--- src/sacp_pkg.sv ---
// Constants and types for the serial converter control block
//==============================================================
// Contract
// - A rising edge on the conversion trigger starts a new conversion.
// - With the serial clock low, two trigger pulses enter light standby and four enter deep standby.
// - A serial clock pulse of at least 60 ns wakes the device from either standby.
// - While the shutdown input is low the device is shut down and the ready flag is low.
// - The result leaves bit-serially, one bit per rising serial clock edge.
// - After a light standby wake the device is ready to convert after 350 ns.
// - A bad wake pulse or wake spacing blocks conversions until a light standby request.
// - Conversions run at up to 200 kHz, one bit decision per serial clock.
// - Each output word carries the reference ready flag.
// - A running conversion is never restarted, and the result register clears at start.
// - After deep standby or shutdown the ready flag stays low for 3 ms.
package sacp_pkg;

   //==============================================================
   // Sizes
   localparam int RES_BITS  = 12;
   localparam int BUF_DEPTH = 2;
   localparam int CNT_W     = 5;

   localparam logic [2:0] LIGHT_PULSES = 3'h2;
   localparam logic [2:0] DEEP_PULSES  = 3'h4;

   //==============================================================
   // Timing
   localparam int CLK_PERIOD_NS = 25;
   localparam int WAKE_PW_NS    = 60;
   localparam int WAKE_PW_CYC   = (WAKE_PW_NS + CLK_PERIOD_NS - 1) / CLK_PERIOD_NS;
   localparam int SB_GAP_NS     = 50;
   localparam int SB_GAP_CYC    = (SB_GAP_NS + CLK_PERIOD_NS - 1) / CLK_PERIOD_NS;
   localparam int NAP_WAKE_NS   = 350;
   localparam int NAP_WAKE_CYC  = (NAP_WAKE_NS + CLK_PERIOD_NS - 1) / CLK_PERIOD_NS;
   localparam int CONVERSION_TRIGGER_GAP_NS   = 550;
   localparam int CONVERSION_TRIGGER_GAP_CYC  = (CONVERSION_TRIGGER_GAP_NS + CLK_PERIOD_NS - 1) / CLK_PERIOD_NS;
   localparam int REF_SETTLE_MS = 3;
   localparam int REF_SETTLE_CYC_DEF = REF_SETTLE_MS * 1000000 / CLK_PERIOD_NS;

   //==============================================================
   // Control states
   typedef enum logic [2:0] {
      ST_IDLE,
      ST_CONVERSION_TRIGGER,
      ST_RECOVER,
      ST_LIGHT,
      ST_DEEP,
      ST_WAKE,
      ST_STUCK,
      ST_SHUTDOWN_INPUT_N
   } sacp_state_t;

endpackage : sacp_pkg

--- src/sacp_ctrl.sv ---
// Conversion, power mode and serial output control
module sacp_ctrl
   import sacp_pkg::*;
#(
   parameter int RES            = RES_BITS,
   parameter int REF_SETTLE_CYC = REF_SETTLE_CYC_DEF
) (
   input  wire logic           i_clk,
   input  wire logic           i_nrst,
   input  wire logic           i_ce,
   input  wire logic           i_conversion_trigger_trigger,
   input  wire logic           i_sclk,
   input  wire logic           i_shutdown_n,
   input  wire logic           i_cmp_high,
   output logic                o_dout,
   output logic                o_dout_oe,
   output logic                o_ref_ready,
   output logic [RES-1:0]      o_dac_code,
   output logic                o_sampling,
   output logic                o_power_down
);

   localparam int FRAME  = RES + 1;
   localparam int BCNT_W = $clog2(FRAME + 1);
   localparam int REF_W  = $clog2(REF_SETTLE_CYC + 1);
   localparam int A_WAKE = NAP_WAKE_CYC;

   //==============================================================
   // Pin synchronisers
   logic conversion_trigger_m, conversion_trigger_s, conversion_trigger_d;
   logic sclk_m, sclk_s, sclk_d;
   logic shutdown_input_n_m, shutdown_input_n_s;
   logic cmp_m,  cmp_s;

   always_ff @(posedge i_clk) begin
      if (!i_nrst) begin
         {conversion_trigger_m, conversion_trigger_s, conversion_trigger_d} <= 3'h0;
         {sclk_m, sclk_s, sclk_d} <= 3'h0;
         {shutdown_input_n_m, shutdown_input_n_s}         <= 2'h3; // Idle level, so no false shutdown after reset
         {cmp_m, cmp_s}           <= 2'h0;
      end else if (i_ce) begin
         conversion_trigger_m <= i_conversion_trigger_trigger;
         conversion_trigger_s <= conversion_trigger_m;
         conversion_trigger_d <= conversion_trigger_s;
         sclk_m <= i_sclk;
         sclk_s <= sclk_m;
         sclk_d <= sclk_s;
         shutdown_input_n_m <= i_shutdown_n;
         shutdown_input_n_s <= shutdown_input_n_m;
         cmp_m  <= i_cmp_high;
         cmp_s  <= cmp_m;
      end
   end

   logic conversion_trigger_rise, sclk_rise, sclk_fall;
   assign conversion_trigger_rise = conversion_trigger_s & ~conversion_trigger_d;
   assign sclk_rise = sclk_s & ~sclk_d;
   assign sclk_fall = ~sclk_s & sclk_d;

   //==============================================================
   // Control state
   sacp_state_t        st_reg, st_next;
   logic [2:0]         pulse_reg, pulse_next;
   logic [RES-1:0]     sar_reg, sar_next;
   logic [RES-1:0]     trial_reg, trial_next;
   logic [CNT_W-1:0]   cnt_reg, cnt_next;
   logic [CNT_W-1:0]   gap_reg, gap_next;
   logic [CNT_W-1:0]   hi_reg, hi_next;
   logic               badgap_reg, badgap_next;
   logic [REF_W-1:0]   rcnt_reg, rcnt_next;
   logic               ref_reg, ref_next;
   logic [RES-1:0]     dac_reg, dac_next;
   logic               samp_reg, samp_next;
   logic               pdn_reg, pdn_next;
   logic               push;
   logic               buf_in_ready;
   logic               req_light, req_deep, req_ok;

   assign req_light = conversion_trigger_rise & ~sclk_s & (pulse_reg == LIGHT_PULSES - 3'h1);
   assign req_deep  = conversion_trigger_rise & ~sclk_s & (pulse_reg == DEEP_PULSES - 3'h1);
   assign req_ok    = (st_reg != ST_SHUTDOWN_INPUT_N) && (st_reg != ST_WAKE) && (st_reg != ST_DEEP);

   always_comb begin
      st_next     = st_reg;
      pulse_next  = pulse_reg;
      sar_next    = sar_reg;
      trial_next  = trial_reg;
      cnt_next    = cnt_reg;
      badgap_next = badgap_reg;
      rcnt_next   = rcnt_reg;
      ref_next    = ref_reg;
      push        = 1'b0;
      gap_next    = (gap_reg < CNT_W'(SB_GAP_CYC)) ? gap_reg + 1'b1 : gap_reg;
      hi_next     = !sclk_s ? '0 :
                    (hi_reg < CNT_W'(WAKE_PW_CYC)) ? hi_reg + 1'b1 : hi_reg;
      // Any clock high ends a standby pulse sequence
      if (sclk_s)
         pulse_next = 3'h0;
      else if (conversion_trigger_rise && pulse_reg != DEEP_PULSES)
         pulse_next = pulse_reg + 3'h1;

      case (st_reg)
         ST_IDLE: begin
            if (conversion_trigger_rise && pulse_reg == 3'h0) begin
               st_next    = ST_CONVERSION_TRIGGER;
               sar_next   = '0;
               trial_next = {1'b1, {(RES - 1){1'b0}}};
            end
         end
         ST_CONVERSION_TRIGGER: begin
            // Further trigger edges do not restart the conversion; a standby request below can still end it
            if (trial_reg == '0) begin
               // Full buffer holds the result back rather than lose it
               if (buf_in_ready) begin
                  push     = 1'b1;
                  st_next  = ST_RECOVER;
                  cnt_next = CNT_W'(CONVERSION_TRIGGER_GAP_CYC - 1);
               end
            end else if (sclk_rise) begin
               if (cmp_s)
                  sar_next = sar_reg | trial_reg;
               trial_next = trial_reg >> 1;
            end
         end
         ST_RECOVER, ST_WAKE: begin
            if (cnt_reg == '0)
               st_next = ST_IDLE;
            else
               cnt_next = cnt_reg - 1'b1;
         end
         ST_LIGHT, ST_DEEP: begin
            if (sclk_rise && gap_reg < CNT_W'(SB_GAP_CYC))
               badgap_next = 1'b1;
            if (sclk_fall) begin
               badgap_next = 1'b0;
               cnt_next    = CNT_W'(NAP_WAKE_CYC - 1);
               if (badgap_reg || hi_reg < CNT_W'(WAKE_PW_CYC))
                  st_next = ST_STUCK;
               else
                  st_next = ST_WAKE;
            end
         end
         ST_SHUTDOWN_INPUT_N: begin
            if (shutdown_input_n_s)
               st_next = ST_IDLE;
         end
         default: begin
            // Stuck: conversions ignored until a light request
         end
      endcase

      if (req_ok && (req_deep || req_light)) begin
         st_next     = req_deep ? ST_DEEP : ST_LIGHT;
         gap_next    = '0;
         badgap_next = 1'b0;
      end
      if (!shutdown_input_n_s)
         st_next = ST_SHUTDOWN_INPUT_N;

      // Reference settles only while powered
      if (st_reg == ST_SHUTDOWN_INPUT_N || st_reg == ST_DEEP || !shutdown_input_n_s) begin
         ref_next  = 1'b0;
         rcnt_next = '0;
      end else if (!ref_reg) begin
         rcnt_next = rcnt_reg + 1'b1;
         if (rcnt_reg == REF_W'(REF_SETTLE_CYC - 1))
            ref_next = 1'b1;
      end

      dac_next  = sar_next | trial_next;
      samp_next = (st_next != ST_CONVERSION_TRIGGER);
      pdn_next  = (st_next == ST_DEEP) || (st_next == ST_SHUTDOWN_INPUT_N);
   end

   always_ff @(posedge i_clk) begin
      if (!i_nrst) begin
         st_reg     <= ST_IDLE;
         pulse_reg  <= 3'h0;
         sar_reg    <= '0;
         trial_reg  <= '0;
         cnt_reg    <= '0;
         gap_reg    <= '0;
         hi_reg     <= '0;
         badgap_reg <= 1'b0;
         rcnt_reg   <= '0;
         ref_reg    <= 1'b0;
         dac_reg    <= '0;
         samp_reg   <= 1'b1;
         pdn_reg    <= 1'b0;
      end else if (i_ce) begin
         st_reg     <= st_next;
         pulse_reg  <= pulse_next;
         sar_reg    <= sar_next;
         trial_reg  <= trial_next;
         cnt_reg    <= cnt_next;
         gap_reg    <= gap_next;
         hi_reg     <= hi_next;
         badgap_reg <= badgap_next;
         rcnt_reg   <= rcnt_next;
         ref_reg    <= ref_next;
         dac_reg    <= dac_next;
         samp_reg   <= samp_next;
         pdn_reg    <= pdn_next;
      end
   end

   //==============================================================
   // Two-entry result buffer and serial frame
   logic [RES-1:0]    mem_reg [BUF_DEPTH];
   logic [RES-1:0]    mem_next [BUF_DEPTH];
   logic              wp_reg, wp_next, rp_reg, rp_next;
   logic [1:0]        bcnt_reg, bcnt_next;
   logic              fr_reg, fr_next;
   logic [FRAME-1:0]  sh_reg, sh_next;
   logic [BCNT_W-1:0] bit_reg, bit_next;
   logic              dout_reg, dout_next;
   logic              oe_reg, oe_next;
   logic              out_valid, pop;

   assign buf_in_ready = (bcnt_reg != 2'(BUF_DEPTH));
   assign out_valid    = (bcnt_reg != 2'h0);
   assign pop          = out_valid & ~fr_reg;

   always_comb begin
      mem_next  = mem_reg;
      wp_next   = wp_reg;
      rp_next   = rp_reg;
      bcnt_next = bcnt_reg;
      fr_next   = fr_reg;
      sh_next   = sh_reg;
      bit_next  = bit_reg;
      dout_next = dout_reg;
      oe_next   = oe_reg;
      if (push) begin
         mem_next[wp_reg] = sar_reg;
         wp_next          = ~wp_reg;
      end
      if (pop) begin
         rp_next  = ~rp_reg;
         sh_next  = {ref_reg, mem_reg[rp_reg]};
         fr_next  = 1'b1;
         bit_next = '0;
      end else if (fr_reg && sclk_rise) begin
         if (bit_reg != BCNT_W'(FRAME)) begin
            dout_next = sh_reg[FRAME-1];
            sh_next   = sh_reg << 1;
            oe_next   = 1'b1;
            bit_next  = bit_reg + 1'b1;
         end else begin
            oe_next = 1'b0;
            fr_next = 1'b0;
         end
      end
      bcnt_next = bcnt_reg + {1'b0, push} - {1'b0, pop};
      if (!shutdown_input_n_s) begin
         fr_next   = 1'b0;
         oe_next   = 1'b0;
      end
   end

   always_ff @(posedge i_clk) begin
      if (!i_nrst) begin
         mem_reg  <= '{default: '0};
         wp_reg   <= 1'b0;
         rp_reg   <= 1'b0;
         bcnt_reg <= 2'h0;
         fr_reg   <= 1'b0;
         sh_reg   <= '0;
         bit_reg  <= '0;
         dout_reg <= 1'b0;
         oe_reg   <= 1'b0;
      end else if (i_ce) begin
         mem_reg  <= mem_next;
         wp_reg   <= wp_next;
         rp_reg   <= rp_next;
         bcnt_reg <= bcnt_next;
         fr_reg   <= fr_next;
         sh_reg   <= sh_next;
         bit_reg  <= bit_next;
         dout_reg <= dout_next;
         oe_reg   <= oe_next;
      end
   end

   assign o_dout       = dout_reg;
   assign o_dout_oe    = oe_reg;
   assign o_ref_ready  = ref_reg;
   assign o_dac_code   = dac_reg;
   assign o_sampling   = samp_reg;
   assign o_power_down = pdn_reg;
endmodule : sacp_ctrl

--- config.mk ---
export PLATFORM = sky130hd
export DESIGN_NAME = sacp_ctrl
export DESIGN_NICKNAME = d
export VERILOG_FILES = /design/src/sacp_pkg.sv /design/src/sacp_ctrl.sv
export SDC_FILE = /design/constraint.sdc
export NUM_CORES = 1
export LEC_CHECK = 0
export BUFFER_PORTS_ARGS = -buffer_cell sky130_fd_sc_hd__buf_2
export CELL_PAD_IN_SITES_DETAIL_PLACEMENT = 1
export CELL_PAD_IN_SITES_GLOBAL_PLACEMENT = 1
export CORE_MARGIN = 2
export CORE_UTILIZATION = 25
export DETAILED_ROUTE_END_ITERATION = 10
export PLACE_DENSITY_LB_ADDON = 0.1
export SETUP_SLACK_MARGIN = 0.5
export SLEW_MARGIN = 15
export SYNTH_ARGS = -nofsm -noshare
export SYNTH_HDL_FRONTEND = slang
export SYNTH_SLANG_ARGS = --single-unit
--- constraint.sdc ---
create_clock -name i_clk -period 2.45 [get_ports i_clk]
set_clock_uncertainty 0.2 [all_clocks]
set_input_delay 0.1225 -clock i_clk [delete_from_list [all_inputs] [get_ports i_clk]]
set_output_delay 0.1225 -clock i_clk [all_outputs]
set_load 0.01 [all_outputs]
# Yosys cells after proc, flatten, opt, wreduce, memory -nomap -nowiden
# Index checks and enable logic that the tools add are counted.
[totals]
ff_bits = 136
input_bits = 7
[op_classes]
add_sub_neg = 8
magnitude_cmp = 5
eq_ne = 28
muxes = 62
bitwise = 18
n_reduce_logical = 40
[ops]
columns = ["cell", "n"]
rows = [
  ["$mux W12", 11],
  ["$pmux W12 S2", 2],
  ["$mux W5", 8],
  ["$mux W13", 3],
  ["$mux W17", 2],
  ["$mux W3", 10],
  ["$bwmux W24", 1],
  ["$or A12 B12 Y12", 2],
  ["$mux W1", 18],
  ["$add A17 B1 Y17 const B", 1],
  ["$eq A17 B17 Y1 const B", 1],
  ["$eq A3 B3 Y1 const B", 5],
  ["$ne A3 B3 Y1 const B", 5],
  ["$pmux W3 S5", 1],
  ["$pmux W5 S3", 1],
  ["$demux W12 S1", 1],
  ["$logic_not A12 Y1", 1],
  ["$mux W4", 3],
  ["$ne A2 B2 Y1 const B", 6],
  ["$reduce_and A2 Y1", 6],
  ["$reduce_and A3 Y1", 4],
  ["$reduce_bool A2 Y1", 6],
  ["$add A5 B1 Y5 const B", 2],
  ["$lt A5 B2 Y1 const B", 2],
  ["25 further kinds", 59],
]

# Depth between registers and ports, before layout
# Gate-level depths: netlist (run 1).
[logic_depth]
depth_word = 10
mapped_depth = 10

# Worst setup path before layout (run 1)
# No wires, ideal clock.
[synth_timing]
kind = "register to register"
startpoint = "register cnt_reg[0]"
endpoint = "register cnt_reg[2]"
arrival_time_ps = 1917
setup_slack_ps = 214
stages_incl_launch_ff = 9
n_path_buf = 0
path_cell_list = "dfxtp_1 -> inv_1 -> ha_1 -> nor4b_1 -> a21o_1 -> o21ai_0 -> o2111ai_2 -> a21oi_1 -> o221a_2"
[synth_between]
elab_chain_len = 3
word_cells_on_any_way = 6
cone_classes = "add/sub (1); eq/ne (1); mux (2); reduce/logical (2)"
[synth_lines]
columns = ["element", "line", "source"]
rows = [
  ["from (decl)", "sacp_ctrl.sv:66", "logic [CNT_W-1:0] cnt_reg, cnt_next;"],
  ["from (signal assigned)", "sacp_ctrl.sv:195", "cnt_reg <= cnt_next;"],
  ["$sub A5 B1 Y5 / $logic_not A5 Y1 (equally long branches)", "sacp_ctrl.sv:129, sacp_ctrl.sv:126", ""],
  ["$mux W5 / $ne A2 B2 Y1 (equally long branches)", "-", ""],
  ["$pmux W5 S3 / $reduce_and A6 Y1 (equally long branches)", "-", ""],
]
# Parallel ways exist; a longest one is shown, timed or not. The select of a mux whose other input is x is not followed.
# A chain may end at the register's enable or synchronous reset.

# Worst setup path in the final report (run 1)
[layout_timing]
startpoint = "register trial_reg[11]"
endpoint = "register cnt_reg[1]"
[layout_between]
elab_chain_len = 3
[layout_lines]
columns = ["element", "line", "source"]
rows = [
  ["from (decl)", "sacp_ctrl.sv:65", "logic [RES-1:0] trial_reg, trial_next;"],
  ["from (signal assigned)", "sacp_ctrl.sv:194", "trial_reg <= trial_next;"],
  ["$logic_not A12 Y1", "sacp_ctrl.sv:112", "if (trial_reg == '0) begin"],
  ["$ne A2 B2 Y1 (no line)", "-", ""],
  ["$reduce_and A6 Y1 (no line)", "-", ""],
]
# Every way passes these cells.

==> impl_metrics.yaml, run 1 <==
global_routing:
  first_global_vias: 5664
  gr-total-overflow: 0
  grt_max_degree: 52
  track_usage: 0.145
  grt_pass1_wl_mm: 30.0
  antenna_found_initial: 0
cts:
  clockBufferDepth: 2
  cts_max_level: 4
  cts.sinks: 136
  cts_tree: "built"
  cts_made_buffers: 17
  insertion_delay_ns: 0.42
  cts.clk_slew.worst_paths_ns: 0.06
  cts_root_buf: "clkbuf_16"
worst_setup_path:
  crit_top_cell: "buf_6"
  cp_cell_sequence: "nor4_4 > buf_4 > buf_6 > a41o_4 > o2111ai_4 > buf_6 > or3_4 > a21oi_2"
  critPathSlowestCell: "dfxtp_4"
  critPathLaunchType: "flip-flop"
  critPathCaptureType: "flip-flop"
  critical_path_arrival_ns: 2.36
  critical-path-max-stage-delay_ns: 0.37
  worst-setup-path-type: "flip-flop to flip-flop"
  critPathRequiredTime_ns: 2.60
  path_max_fanout: 7
floorplan:
  die_y_um: 161
  die_w_um: 161
  dieArea_um2: 25800
  io_pins: 24
  fp-row-count: 57
  fp.coreArea_um2: 24200
  start_util: 0.253
routing:
  first_pass_iters: 6
  ant_nets: 0
  drc_errors: 0
  routed_wl_mm: 18.3
  wire_per_inst_um: 16.4
  drt-initial-drc-count: 175
  dr_total_vias: 5350
  vias_per_cell: 4.79
synth:
  synth-simple-area-share: 0.197
  synthFlopType: "dfxtp_1"
  synth_xor_area_frac: 0.0286
  synth_cell_type_count: 60
  synth_top_family_by_area: "simple AND/OR/NAND/NOR gates"
  syn-num-nets: 724
  syn_inst: 704
  avgSynthCellArea_um2: 8.70
  muxShareOfSynthArea: 0.0801
  netlist_area_um2: 6120
  synth_warnings: 0
  synthArstFlopShare: 0
  synthAdderAreaFrac: 0.0266
  yosysSeqAreaShare: 0.445
  synth_compound_area_frac: 0.179
  synth-seq-cells: 136
  synth_edf_count: 0
pwr:
  leakage_nw: 3.14
  p_int_mw: 4.49
  power_frac_comb: 0.193
  clkPwrFrac: 0.430
  swShare: 0.288
  powerDensity_nw_per_um2: 762
  seqPwrFrac: 0.377
  p_sw_mw: 1.81
  vdd_ir_drop_max_mv: 0.354
cells_and_area:
  syn2layout_area_growth_pct: 35.1
  final_layout_size_suffix_gt1_frac: 0.280
  largest_reg_flops: 24
  diodes: 0
  n_fill_cell: 2725
  finalNetCount: 800
  utilization: 0.342
timing:
  slew_headroom: 0.604
  hold_viol: 0
  final_max_slew_viol_count: 0
  finalSetupTns_ns: 0
  fmax_mhz: 452
  rsz0062_at_grt: "yes"
  tightest_slew_ns: 0.593
  setup_viol: 0
  finalCriticalPeriod_ns: 2.21
  fin_crit_sh: 0.903
min_path:
  hp-class: "primary input to flip-flop"
place:
  gp_congestion: 0.744
  dp_hpwl_mm: 12.1
  io_buffers: 23
flow_run:
  timing.max_cap.violations: 0
outcome:
  status: "finished, final reports clean"
==> kinds of logic (layout without fill, tap and decap cells) <==
kind of cell	count (synthesis)	after routing
adders and majority gates	13	13
AOI/OAI and AO/OA	165	165
muxes	49	49
and+or+nand+nor	254	255
buffers and inverters	67	154
xor gates and xnor gates	20	20
DFF	136	136
==> power groups by stage <==
stage | combinational, mW | sequential (mW) | clock [mW]
6_report | 1.22 | 2.38 | 2.71
3_5_place_dp | 1.03 | 2.43 | 0
5_1_grt | 1.35 | 2.39 | 2.88
3_3_place_gp | 1.00 | 2.43 | 0
2_1_floorplan | 0.769 | 2.41 | 0
4_1_cts | 1.14 | 2.38 | 2.79
==> cells in the final DEF (no fill, tap or decap), types with 4 or more instances in the layout <==
| cell type | count |
|---|---|
| o211ai_1 | 4 |
| o21a_1 | 4 |
| mux2i_1 | 48 |
| inv_6 | 4 |
| a22oi_1 | 9 |
| buf_6 | 19 |
| dfxtp_2 | 13 |
| nand2_1 | 39 |
| nor3_1 | 5 |
| a211oi_1 | 11 |
| xnor2_1 | 15 |
| nand2b_1 | 6 |
| o21ai_0 | 27 |
| nor2_1 | 134 |
| and3_1 | 5 |
| clkbuf_16 | 17 |
| nand3_1 | 13 |
| o21ai_1 | 4 |
| dlygate4sd3_1 | 11 |
| a221oi_1 | 11 |
| dfxtp_1 | 116 |
| buf_2 | 23 |
| inv_1 | 20 |
| ha_1 | 10 |
| a22oi_2 | 18 |
| a21oi_2 | 6 |
| a21oi_1 | 40 |
| a31oi_1 | 4 |
| dfxtp_4 | 7 |
| buf_4 | 42 |
==> layer usage <==
| metal | global-route usage | wire length, um | part of all wire |
|---|---|---|---|
| met1 | 0.186 | 8710 | 0.48 |
| met2 | 0.251 | 9020 | 0.49 |
| met3 | 0.0214 | 312 | 0.017 |
| met4 | 0.0467 | 249 | 0.014 |
| met5 | 0 | 0 | 0 |
==> worst paths after layout <==
path                                            startpoint                     endpoint  slack, ns  cells past startpoint
worst max-delay path            trial_reg[11]$_SDFFE_PN0P_      cnt_reg[1]$_SDFFE_PN0P_       0.24                      8
worst max register to register  trial_reg[11]$_SDFFE_PN0P_      cnt_reg[1]$_SDFFE_PN0P_       0.24                      8
worst min register to register     bit_reg[3]$_SDFFE_PN0P_      bit_reg[3]$_SDFFE_PN0P_       0.26                      1
worst min-delay path                                  i_ce  o_dac_code[11]$_SDFFE_PN0P_        0.1                      3
==> repair_timing <==
item | CTS | global route
pin swaps | 20 | 37
setup endpoints to repair | 102 | 104
hold endpoints to repair | 16 | 7
hold buffers | 10 | 1
gates resized for setup | 63 | 71
cloned | 2 | 0
setup buffers | 23 | 12
==> synth_stat cells (8+ instances only) <==
cell type,instances,share of area
nand2_1,43,0.026
ha_1,13,0.027
nor2_1,139,0.085
xnor2_1,17,0.024
a221oi_1,13,0.019
nand3_1,15,0.012
o21ai_0,31,0.025
a22oi_1,27,0.033
nor3_1,10,0.0082
a21oi_1,47,0.038
buf_2,8,0.0065
mux2i_1,49,0.080
clkbuf_1,29,0.018
inv_1,22,0.013
a211oi_1,13,0.016
dfxtp_1,136,0.44
==> through the flow <==
stage               total power [mW]  std cells  instance area [um2]  setup WS, ns  hold slack, ns
finish                          6.30       1116                 8270         0.237          0.0982
global route                    6.62       1116                 8270        0.0831           0.128
CTS                             6.32       1103                 7890         0.163         -0.0906
detailed placement              3.46       1037                 6740        0.0487           0.162
global placement                3.43       1037                 6740         0.100           0.141
floorplan                       3.18        704                 6180         0.309          0.0509
==> final cells by class <==
cell class              instances  area (um2)  share of cell area
multi-input cells             502        3560               0.430
flip-flops and latches        136        2770               0.334
inverters                      24        90.1              0.0109
clock inverters                12         165              0.0200
repair buffers                 99         837               0.101
well taps                     324         405              0.0490
clock buffers                  19         453              0.0548
==> critical path: cells and delay by family, from the launching register on <==
kind                   cells  cell delay [ns]
AOI/OAI and AO/OA          3             0.45
buffers and inverters      3             0.45
DFF                        1             0.37
and+or+nand+nor            2             0.68
Note: power is estimated with default switching activity, not from simulation.
==> run 2, diff against run 1 <==
==> config.mk (replaced) <==
export PLATFORM = sky130hd
export DESIGN_NAME = sacp_ctrl
export DESIGN_NICKNAME = d
export VERILOG_FILES = /design/src/sacp_pkg.sv /design/src/sacp_ctrl.sv
export SDC_FILE = /design/constraint.sdc
export NUM_CORES = 1
export LEC_CHECK = 0
export BUFFER_PORTS_ARGS = -buffer_cell sky130_fd_sc_hd__buf_2
export CORE_ASPECT_RATIO = 1.1
export CORE_MARGIN = 2
export CORE_UTILIZATION = 25
export DETAILED_ROUTE_END_ITERATION = 10
export SETUP_SLACK_MARGIN = 0.5
export SLEW_MARGIN = 30
export SYNTH_ARGS = -nofsm -noshare
export SYNTH_HDL_FRONTEND = slang
export SYNTH_SLANG_ARGS = --single-unit
==> impl_metrics.yaml, run 2 (synthesis results as in run 1) <==
pwr:
  vdd_ir_drop_max_mv: 0.397
  powerDensity_nw_per_um2: 724
  leakage_nw: 3.08
outcome:
  status: "finished, final reports clean"
worst_setup_path:
  path_delay_family: "simple AND/OR/NAND/NOR gates"
  critical_path_arrival_ns: 2.27
  critPathCaptureType: "flip-flop"
  cp_cell_sequence: "nor4_4 > nand3_2 > nor3b_4 > nor3b_4 > buf_6 > buf_12 > mux2i_1 > nor2_1"
  crit_top_cell: "nor3b_4"
  critical-path-max-stage-delay_ns: 0.35
  worst-setup-path-type: "flip-flop to flip-flop"
  path_buf_inv: 2
  path_max_fanout: 7
  critPathRequiredTime_ns: 2.55
  critPathSlowestCell: "dfxtp_4"
  critPathLaunchType: "flip-flop"
global_routing:
  gr-total-overflow: 0
  grt_max_degree: 74
  track_usage: 0.118
  antenna_found_initial: 0
  first_global_vias: 5043
  grt_pass1_wl_mm: 24.8
routing:
  wl_met3_um: 531
  top_layer: "met4"
  drc_errors: 0
  vias_per_cell: 4.82
  drt-initial-drc-count: 343
  met2_length_mm: 7.26
  wire_per_inst_um: 13.8
  ant_nets: 0
  routed_wl_mm: 15.2
  dr_total_vias: 5293
  first_pass_iters: 5
  met1_length_mm: 6.91
floorplan:
  dieArea_um2: 25800
  fp-row-count: 60
  fp.coreArea_um2: 24200
  die_w_um: 153
  die_y_um: 168
  start_util: 0.253
  io_pins: 24
place:
  gp_congestion: 0.810
  place_area_um2: 6690
  io_buffers: 23
  dp_hpwl_mm: 9.34
cells_and_area:
  layout_common_cells: "nor2_1, dfxtp_1, mux2i_1"
  finalNetCount: 796
  syn2layout_area_growth_pct: 33.1
  diodes: 0
  final_layout_size_suffix_gt1_frac: 0.264
  final_common_cell: "nor2_1"
  largest_reg_flops: 24
  final_cell_area_um2: 8150
timing:
  fmax_mhz: 460
  finalSetupTns_ns: 0
  slew_headroom: 0.682
  finalCriticalPeriod_ns: 2.17
  rsz0062_at_grt: "yes"
  final_max_slew_viol_count: 0
  fin_crit_sh: 0.886
  tightest_slew_ns: 0.475
  setup_viol: 0
  hold_viol: 0
cts:
  cts.clk_slew.worst_paths_ns: 0.05
  clockBufferDepth: 2
  cts_tree: "built"
  cts.sinks: 136
  cts_root_buf: "clkbuf_16"
  cts_made_buffers: 17
  insertion_delay_ns: 0.42
  cts_max_level: 4
min_path:
  hp-class: "flip-flop to flip-flop"
flow_run:
  timing.max_cap.violations: 0
run 2: what timing repair did:
item                                   CTS  global route
pin swaps                               20            39
setup buffers                           25            10
hold buffers                             7             0
endpoints found under the hold margin   16             0
resized for setup                       55            68
gates cloned                             4             2
setup endpoints to repair               77           107
run 2: report_power, final:
group,total [mW],switching [mW],internal [mW],leakage (nW)
Combinational,1.10,0.630,0.472,1.69
Clock,2.42,0.930,1.49,0.282
Sequential,2.38,0.0712,2.31,1.11
run 2: cell type report:
class	count	area, um2
clock buffer	23	488
clock inverter	9	72.6
fill	2440	16100
inverter	24	92.6
multi-input combinational	504	3570
sequential	136	2750
tap	310	388
timing repair buffer	93	793
run 2: final timing paths:
kind	startpoint	depth (start not counted)	slack, ns	to
worst max-delay path	trial_reg[0]$_SDFFE_PN0P_	8	0.28	mem_reg[17]$_SDFFE_PN0P_
worst min-delay path	bit_reg[3]$_SDFFE_PN0P_	1	0.25	bit_reg[3]$_SDFFE_PN0P_
worst max register to register	trial_reg[0]$_SDFFE_PN0P_	8	0.28	mem_reg[17]$_SDFFE_PN0P_
worst min register to register	bit_reg[3]$_SDFFE_PN0P_	1	0.25	bit_reg[3]$_SDFFE_PN0P_
run 2: layer usage:
layer / GRT usage / vias to the layer above
li1: - / 2648
met1: 0.144 / 2498
met2: 0.192 / 107
met5: 0 / -
met4: 0.0616 / 0
met3: 0.0273 / 40
run 2: through the flow:
stage	total power, mW	hold slack [ns]	worst slack, ns	std cells	util
2_1_floorplan	3.18	0.0509	0.309	704	-
3_3_place_gp	3.37	0.172	0.235	1019	0.276
3_5_place_dp	3.37	0.189	0.193	1019	0.276
4_1_cts	5.88	0.251	0.322	1087	0.320
5_1_grt	6.19	0.283	0.165	1099	0.336
6_report	5.90	0.249	0.278	1099	0.336
run 2: worst register-to-register path: stages (launching register included):
cell and delay (ns):
dfxtp_4 0.35, nor4_4 0.34, nand3_2 0.16, nor3b_4 0.24
nor3b_4 0.23, buf_6 0.15, buf_12 0.13, mux2i_1 0.20
nor2_1 0.05
